--- src/ustat_map.svh ---
// constants for the upstream port command/status dword: offsets, fields, resets
// assumes a 32-bit register port addressed in bytes, one word per register
// Notes on behaviour
// - legacy interrupt pending flag always reads zero
// - feature chain present flag reads one
// - high frequency capable flag reads zero
// - consecutive transaction capable flag reads zero
// - upstream parity error sets data parity flag
// - completer abort sent sets signaled abort flag
// - completer abort received sets received abort flag
// - unsupported request completion sets master abort flag
// - parity response disabled: data parity flag never set
// - error message with reporting enabled sets system flag
// - poisoned packet received sets detected parity flag
`ifndef USTAT_MAP_SVH
`define USTAT_MAP_SVH

`define USTAT_ADDR_W 8
`define USTAT_CMD_STAT_OFF 8'h04
`define USTAT_CAP_PTR_OFF 8'h34

// command half-word, low 16 bits of the dword
`define USTAT_CMD_RESET 16'h0000
`define USTAT_CMD_WR_MASK 16'h0547
`define USTAT_CMD_PERR_RESP_BIT 6
`define USTAT_CMD_SERR_EN_BIT 8

// status half-word, high 16 bits of the dword
`define USTAT_STAT_SHIFT 16
`define USTAT_STAT_INTX_BIT 3
`define USTAT_STAT_CAPLIST_BIT 4
`define USTAT_STAT_HIGH_FREQ_BIT 5
`define USTAT_STAT_CONSEC_BIT 7
`define USTAT_STAT_DATA_PERR_BIT 8
`define USTAT_STAT_SIG_TABORT_BIT 11
`define USTAT_STAT_RX_TABORT_BIT 12
`define USTAT_STAT_RX_MABORT_BIT 13
`define USTAT_STAT_SIG_SERR_BIT 14
`define USTAT_STAT_DET_PERR_BIT 15
`define USTAT_STAT_FIXED 16'h0010
`define USTAT_FLAG_RESET 1'b0
`define USTAT_NUM_FLAGS 6

`endif

--- src/ustat_pkg.sv ---
// types shared by the upstream port status bank
// assumes the constants header is compiled alongside
package ustat_pkg;

    // one-cycle event strobes from the port's transaction logic
    typedef struct packed {
        logic parity_err;
        logic cpl_abort_sent;
        logic rx_cpl_abort;
        logic rx_cpl_unsup;
        logic err_msg_sent;
        logic poisoned_rx;
    } ustat_evt_t;

    // register port request from software
    typedef struct packed {
        logic [7:0] addr;
        logic [31:0] wdata;
        logic wr;
        logic rd;
    } ustat_req_t;

endpackage

--- src/upstream_port_status_bits.sv ---
// upstream port command/status dword: command half-word and status half-word
// assumes event strobes come from logic on REF_CLK_I, one cycle per event,
// and a register port that never waits: read data appear one cycle after RD
//
// Our own choice: the plain strobed port.
`include "ustat_map.svh"

module upstream_port_status_bits
    import ustat_pkg::*;
#(
    parameter int ADDR_W = `USTAT_ADDR_W
)
(
    input wire logic REF_CLK_I,
    input wire logic NRST_I,
    input wire logic [ADDR_W-1:0] ADDR_I,
    input wire logic [31:0] WDATA_I,
    input wire logic WR_I,
    input wire logic RD_I,
    output logic [31:0] RDATA_O,
    input wire ustat_evt_t EVT_I,
    output logic [15:0] COMMAND_O,
    output logic [15:0] STATUS_O
);

    localparam int NF = `USTAT_NUM_FLAGS;

    logic hit;
    logic wr_hit;
    logic [15:0] cmd_q;
    logic [15:0] cmd_d;
    logic [15:0] status;
    logic [15:0] wr_stat;
    logic [31:0] rdata_q;
    logic perr_resp_en;
    logic serr_en;
    logic [NF-1:0] flag_set;
    logic [NF-1:0] flag_clr;
    logic [NF-1:0] flag;
    logic data_perr;
    logic sig_tabort;
    logic rx_tabort;
    logic rx_mabort;
    logic sig_serr;
    logic det_perr;

    // address decode; only the one dword is mapped
    assign hit = (ADDR_I == `USTAT_CMD_STAT_OFF);
    assign wr_hit = WR_I && hit;
    assign wr_stat = WDATA_I[31:16];

    // command half-word: only the implemented control bits take writes
    always_comb
    begin
        cmd_d = cmd_q;
        if (wr_hit)
        begin
            cmd_d = (WDATA_I[15:0] & `USTAT_CMD_WR_MASK) |
                    (cmd_q & ~(`USTAT_CMD_WR_MASK));
        end
    end

    always_ff @(posedge REF_CLK_I or negedge NRST_I)
    begin
        if (!NRST_I)
            cmd_q <= `USTAT_CMD_RESET;
        else
            cmd_q <= cmd_d;
    end

    assign perr_resp_en = cmd_q[`USTAT_CMD_PERR_RESP_BIT];
    assign serr_en = cmd_q[`USTAT_CMD_SERR_EN_BIT];

    // set terms for the sticky flags, in field order
    // parity is gated by the response enable, so a disabled port never flags it
    assign flag_set[0] = EVT_I.parity_err && perr_resp_en;
    assign flag_set[1] = EVT_I.cpl_abort_sent;
    assign flag_set[2] = EVT_I.rx_cpl_abort;
    assign flag_set[3] = EVT_I.rx_cpl_unsup;
    assign flag_set[4] = EVT_I.err_msg_sent && serr_en;
    assign flag_set[5] = EVT_I.poisoned_rx;

    // clear terms: a one in the written status half-word
    assign flag_clr[0] = wr_hit && wr_stat[`USTAT_STAT_DATA_PERR_BIT];
    assign flag_clr[1] = wr_hit && wr_stat[`USTAT_STAT_SIG_TABORT_BIT];
    assign flag_clr[2] = wr_hit && wr_stat[`USTAT_STAT_RX_TABORT_BIT];
    assign flag_clr[3] = wr_hit && wr_stat[`USTAT_STAT_RX_MABORT_BIT];
    assign flag_clr[4] = wr_hit && wr_stat[`USTAT_STAT_SIG_SERR_BIT];
    assign flag_clr[5] = wr_hit && wr_stat[`USTAT_STAT_DET_PERR_BIT];

    genvar gi;
    generate
        for (gi = 0; gi < NF; gi++)
        begin : g_flag
            ustat_sticky_flag u_flag
            (
                .clk_i(REF_CLK_I),
                .rst_n_i(NRST_I),
                .set_i(flag_set[gi]),
                .clr_i(flag_clr[gi]),
                .flag_o(flag[gi])
            );
        end
    endgenerate

    assign data_perr = flag[0];
    assign sig_tabort = flag[1];
    assign rx_tabort = flag[2];
    assign rx_mabort = flag[3];
    assign sig_serr = flag[4];
    assign det_perr = flag[5];

    // status half-word: fixed bits come from the constant, which holds
    // intx pending, high frequency and consecutive capable at zero
    // and the capability chain flag at one; forwarded intx never lands here
    always_comb
    begin
        status = `USTAT_STAT_FIXED;
        status[`USTAT_STAT_DATA_PERR_BIT] = data_perr;
        status[`USTAT_STAT_SIG_TABORT_BIT] = sig_tabort;
        status[`USTAT_STAT_RX_TABORT_BIT] = rx_tabort;
        status[`USTAT_STAT_RX_MABORT_BIT] = rx_mabort;
        status[`USTAT_STAT_SIG_SERR_BIT] = sig_serr;
        status[`USTAT_STAT_DET_PERR_BIT] = det_perr;
    end

    // read data: valid only in the cycle after the strobe, zero otherwise;
    // unmapped addresses read as zero rather than echoing the bus
    always_ff @(posedge REF_CLK_I or negedge NRST_I)
    begin
        if (!NRST_I)
            rdata_q <= 32'h0000_0000;
        else if (RD_I && hit)
            rdata_q <= {status, cmd_q};
        else
            rdata_q <= 32'h0000_0000;
    end

    assign RDATA_O = rdata_q;
    assign COMMAND_O = cmd_q;
    assign STATUS_O = status;
endmodule // upstream_port_status_bits

--- src/ustat_sticky_flag.sv ---
// one sticky error flag: hardware sets, software clears by writing one
// assumes set and clear are single-cycle strobes on the same clock
module ustat_sticky_flag
(
    input wire logic clk_i,
    input wire logic rst_n_i,
    input wire logic set_i,
    input wire logic clr_i,
    output logic flag_o
);

    logic flag_q;

    always_ff @(posedge clk_i or negedge rst_n_i)
    begin
        if (!rst_n_i)
            flag_q <= 1'b0;
        else if (set_i)
            flag_q <= 1'b1; // set wins so a coincident event is not lost
        else if (clr_i)
            flag_q <= 1'b0;
    end

    assign flag_o = flag_q;

endmodule // ustat_sticky_flag
--- config.mk ---
export PLATFORM = sky130hd
export DESIGN_NAME = upstream_port_status_bits
export DESIGN_NICKNAME = d
export VERILOG_FILES = /design/src/ustat_pkg.sv /design/src/upstream_port_status_bits.sv /design/src/ustat_sticky_flag.sv
export VERILOG_INCLUDE_DIRS = /design/src
export SDC_FILE = /design/constraint.sdc
export NUM_CORES = 1
export LEC_CHECK = 0
export ABC_CLOCK_PERIOD_IN_PS = 1700
export BUFFER_PORTS_ARGS = -buffer_cell sky130_fd_sc_hd__buf_2
export CORE_MARGIN = 2
export CORE_UTILIZATION = 35
export CTS_CLUSTER_DIAMETER = 120
export DETAILED_ROUTE_END_ITERATION = 8
export HOLD_SLACK_MARGIN = 0.15
export PLACE_DENSITY = 0.76
export SLEW_MARGIN = 20
export SYNTH_ARGS = -nofsm -noshare
export SYNTH_HDL_FRONTEND = slang
export SYNTH_SLANG_ARGS = --single-unit
--- constraint.sdc ---
create_clock -name REF_CLK_I -period 1.7 [get_ports REF_CLK_I]
set_input_delay 0.34 -clock REF_CLK_I [delete_from_list [all_inputs] [get_ports REF_CLK_I]]
set_output_delay 0.34 -clock REF_CLK_I [all_outputs]
set_load 0.01 [all_outputs]
# Yosys cells after proc, flatten, opt, wreduce, memory -nomap -nowiden
# Cells that the tools add are included.
[totals]
ff_bits = 54
out_inout_bits = 64
wordCells = 39
[op_classes]
n_eq_ne = 1
mux = 13
bitwise = 1
n_reduce_logical = 16
[ops]
columns = ["operator", "count"]
rows = [
  ["2-to-1 mux 32 bit", 1],
  ["bitwise OR 11 x 16 -> 16 bit", 1],
  ["2-to-1 mux 1 bit", 12],
  ["nonzero test 2 bit", 6],
  ["logical AND 1 bit", 10],
  ["== test 8 x 3 -> 1 bit (second input constant)", 1],
]

# Longest topological paths before layout
[depth]
word_depth = 5
depth_mapped = 4

# Hierarchy
# Synthesis repeated with hierarchy kept, for this count alone.
[unflattened]
cells_unflattened = 118
hier_area_um2 = 1342.5
[by_module_without_submodules]
columns = ["module", "instances", "cells_per_inst", "area_each_um2", "seq_area_each_um2"]
rows = [
  ["upstream_port_status_bits", 1, 100, 1124.8, 500.5],
  ["ustat_sticky_flag", 6, 3, 36.3, 25.0],
]

# Worst setup path after synthesis
# OpenSTA, ideal clock, no wires.
[synth_timing]
path_type = "input-to-reg"
start = "input port ADDR_I[7]"
end = "register cmd_q[0] (netlist: COMMAND_O[0])"
setup_time_ns = 0.125
arrival_time_ns = 1.241
required_time_ns = 1.575
path_slack_ns = 0.334
cell_stages = 3
path_buffers = 0
path_cell_list = "nor4_4 > nand3_2 > mux2_2"
[synth_between]
elab_chain_cells = 2
[synth_lines]
columns = ["item", "line", "source"]
rows = [
  ["start: declaration", "upstream_port_status_bits.sv:16", "input wire logic [ADDR_W-1:0] ADDR_I,"],
  ["== test 8 x 3 -> 1 bit (no line)", "--", ""],
  ["logical AND 1 bit", "upstream_port_status_bits.sv:49", "assign wr_hit = WR_I && hit;"],
  ["end signal: assignment", "upstream_port_status_bits.sv:66", "cmd_q <= `USTAT_CMD_RESET;"],
  ["end signal: assignment", "upstream_port_status_bits.sv:68", "cmd_q <= cmd_d;"],
  ["end: declaration", "upstream_port_status_bits.sv:30", "logic [15:0] cmd_q;"],
]
# Every way passes these cells.
# A chain may end at the register's enable or synchronous reset.

# Worst setup path after layout
[layout_timing]
start = "input port ADDR_I[3]"
end = "register cmd_q[6] (netlist: COMMAND_O[6])"
# The elaborated chain is that of the path after synthesis.

==> impl_metrics.ini <==
[sta]
relSlewSlack = 0.609
rsz0062_at_grt = no
skew_ps = 1.95
min_period_ps = 1260
setup_viol = 0
setup_tns_ps = 0
worst_slew_pin_slew_ps = 587
fin_crit_sh = 0.738
fmax_mhz = 797
hold_viol_final = 0
slew_viol_final = 0

[grt]
overflow = 0
grt_pass1_wl_um = 3670
grt_pass1_vias = 792
grtUsageTotal = 0.116
antenna_found_initial = 0
grt_max_degree = 27

[critical_path]
rr_endpoint = COMMAND_O[8]
criticalPathCategory = in -> reg
rr_worst_depth = 1
ff2ff_setup_slack_ps = 880
crit_chain = buf_2 > nor4b_4 > nand3_2 > mux2_2
slowest_stage = nor4b_4
path_buf_inv = 1
critical_path.max_fanout = 6
required_ps = 1850
cp-end-kind = register
timing.rr.start = COMMAND_O[8]
endpoint = COMMAND_O[6]
start_kind = input pin
crit_cells = 4
crit_arrival_ps = 1410
max_stage_delay_ps = 380
cp-startpoint = ADDR_I[3]
crit_family = simple AND/OR/NAND/NOR gates

[finish]
ff_latch_area_um2 = 651
layout-drive-gt1-share = 0.497
multi_input_area_um2 = 403
nNetsFinal = 212
syn2layout_area_growth_pct = 17.7
mostFrequentLayoutCells = buf_2 (64), conb_1 (30), dfrtp_1 (26), and2_1 (12)
fin_cells = 209
layout_commonest_cell = buf_2
n_antenna_cell = 0
fin_area_um2 = 1510
fillers = 363

[routing]
drt-initial-drc-count = 23
ant_nets = 0
routedWlPerCell_um = 10.5
vias = 802
drt_first_pass_iters = 4
post-route-drc-count = 0
wl_um = 2190
via_per_inst = 3.84

[yosys]
synth-seq-cells = 26
synth_fa_ha_area_frac = 0
synthXorXnorAreaFrac = 0
syn_avg_cell_area_um2 = 12.0
syn_inst = 107
synth_top_family_by_area = buffers and inverters
synth_compound_area_frac = 0.0370
synthSimpleGateAreaFrac = 0.136
synthesis.area_um2 = 1290
synth.area.mux_share = 0.0525
ys_types = 12
yosysSeqAreaShare = 0.506
yosys_warnings = 0

[die]
num_io_pins = 114
num_rows = 22
die_w_um = 64.6
initial_core_util = 0.357
coreArea_um2 = 3610
die-area_um2 = 4180
dieHeight_um = 64.6

[cts]
cts_htree_levels = 1
cts_tree = done
worstSkewPairLatency_ps = 260
cts_sinks = 26
clockBufferDepth = 2
clkTransAtPathRegs_ps = 90
root_buffer = clkbuf_8
post_cts_buffers = 0
cts_made_buffers = 3

[power]
peakVddDrop_uv = 266
power_density_nw_per_um2 = 810
p_leak_nw = 0.858

[place]
gp_routability_congestion = 0.645
numPortBuffers = 64
hpwlAfterDp_um = 1710
dpl_cell_area_um2 = 1450
dp.cells = 204

[flow_run]
cap_violations = 0

[status]
status = complete, no violations

[hold_path]
hold_class = in -> reg
## registers in the layout, summed over array words and instances, names as in the netlist
signal and cells:
RDATA_O 14, COMMAND_O 6, g_flag.u_flag.flag_o 6
## synthesized netlist by cell type
master    n  area, um^2
and2_1   12        75.1
mux2_2    6        67.6
nand3_2   1        10.0
and3_2    1        7.51
buf_4    45         338
nor4_4    1        21.3
dfrtp_1  26         651
nand4_1   6        37.5
conb_1    2        7.51
a21o_1    4        30.0
a22o_1    2        17.5
nor4b_4   1        23.8
## cell type report
type / count / share of cell area
Clock buffer: 4 / 0.0364
Multi-Input combinational cell: 64 / 0.266
Sequential cell: 26 / 0.430
Tap cell: 48 / 0.0397
Timing Repair Buffer: 67 / 0.228
## stage by stage
stage | hold slack [ps] | util | setup slack (ps) | power (W)
detailed placement | 387 | 0.402 | 144 | 0.000846
global placement | 370 | 0.402 | 175 | 0.000840
global route | 236 | 0.420 | 368 | 0.00131
CTS | 238 | 0.420 | 436 | 0.00125
finish | 244 | 0.420 | 445 | 0.00123
floorplan | 44.4 | - | 334 | 0.000837
## repair_timing
item,CTS,global route
hold endpoints to repair,26,0
gates resized for setup,0,0
hold buffers,1,0
## per-layer routing
| layer | wire (um) | global-route usage | vias up |
|---|---|---|---|
| li1 | - | - | 387 |
| met3 | 172 | 0.0208 | 0 |
| met1 | 844 | 0.127 | 369 |
| met5 | 0 | 0 | - |
| met2 | 1170 | 0.225 | 46 |
| met4 | 0 | 0.0319 | 0 |
## where the power goes
part / internal [W] / switching, W / leakage, nW
registers: 0.000644 / 0.0000212 / 0.335
logic: 0.0000711 / 0.0000952 / 0.494
clock network: 0.000207 / 0.000187 / 0.0288
total: 0.000922 / 0.000304 / 0.858
## worst min path at each step
stage,from,to,slack [ps],cells past startpoint
final,EVT_I[0],g_flag[5].u_flag.flag_o,240,2
after floorplan,NRST_I,COMMAND_O[0],40,0
after detailed placement,NRST_I,COMMAND_O[0],390,1
after CTS,EVT_I[0],g_flag[5].u_flag.flag_o,240,2
after global placement,NRST_I,COMMAND_O[1],370,1
after global routing,EVT_I[3],g_flag[2].u_flag.flag_o,240,2
## cell families (layout without fill, tap and decap cells)
| logic type | Yosys count | after routing |
|---|---|---|
| buffers and inverters | 45 | 71 |
| AND/OR/NAND/NOR | 22 | 22 |
| multiplexers | 6 | 6 |
| AO/OA/AOI/OAI | 6 | 6 |
| other | 2 | 30 |
| flip-flops | 26 | 26 |
(Power assumes the default switching activity.)
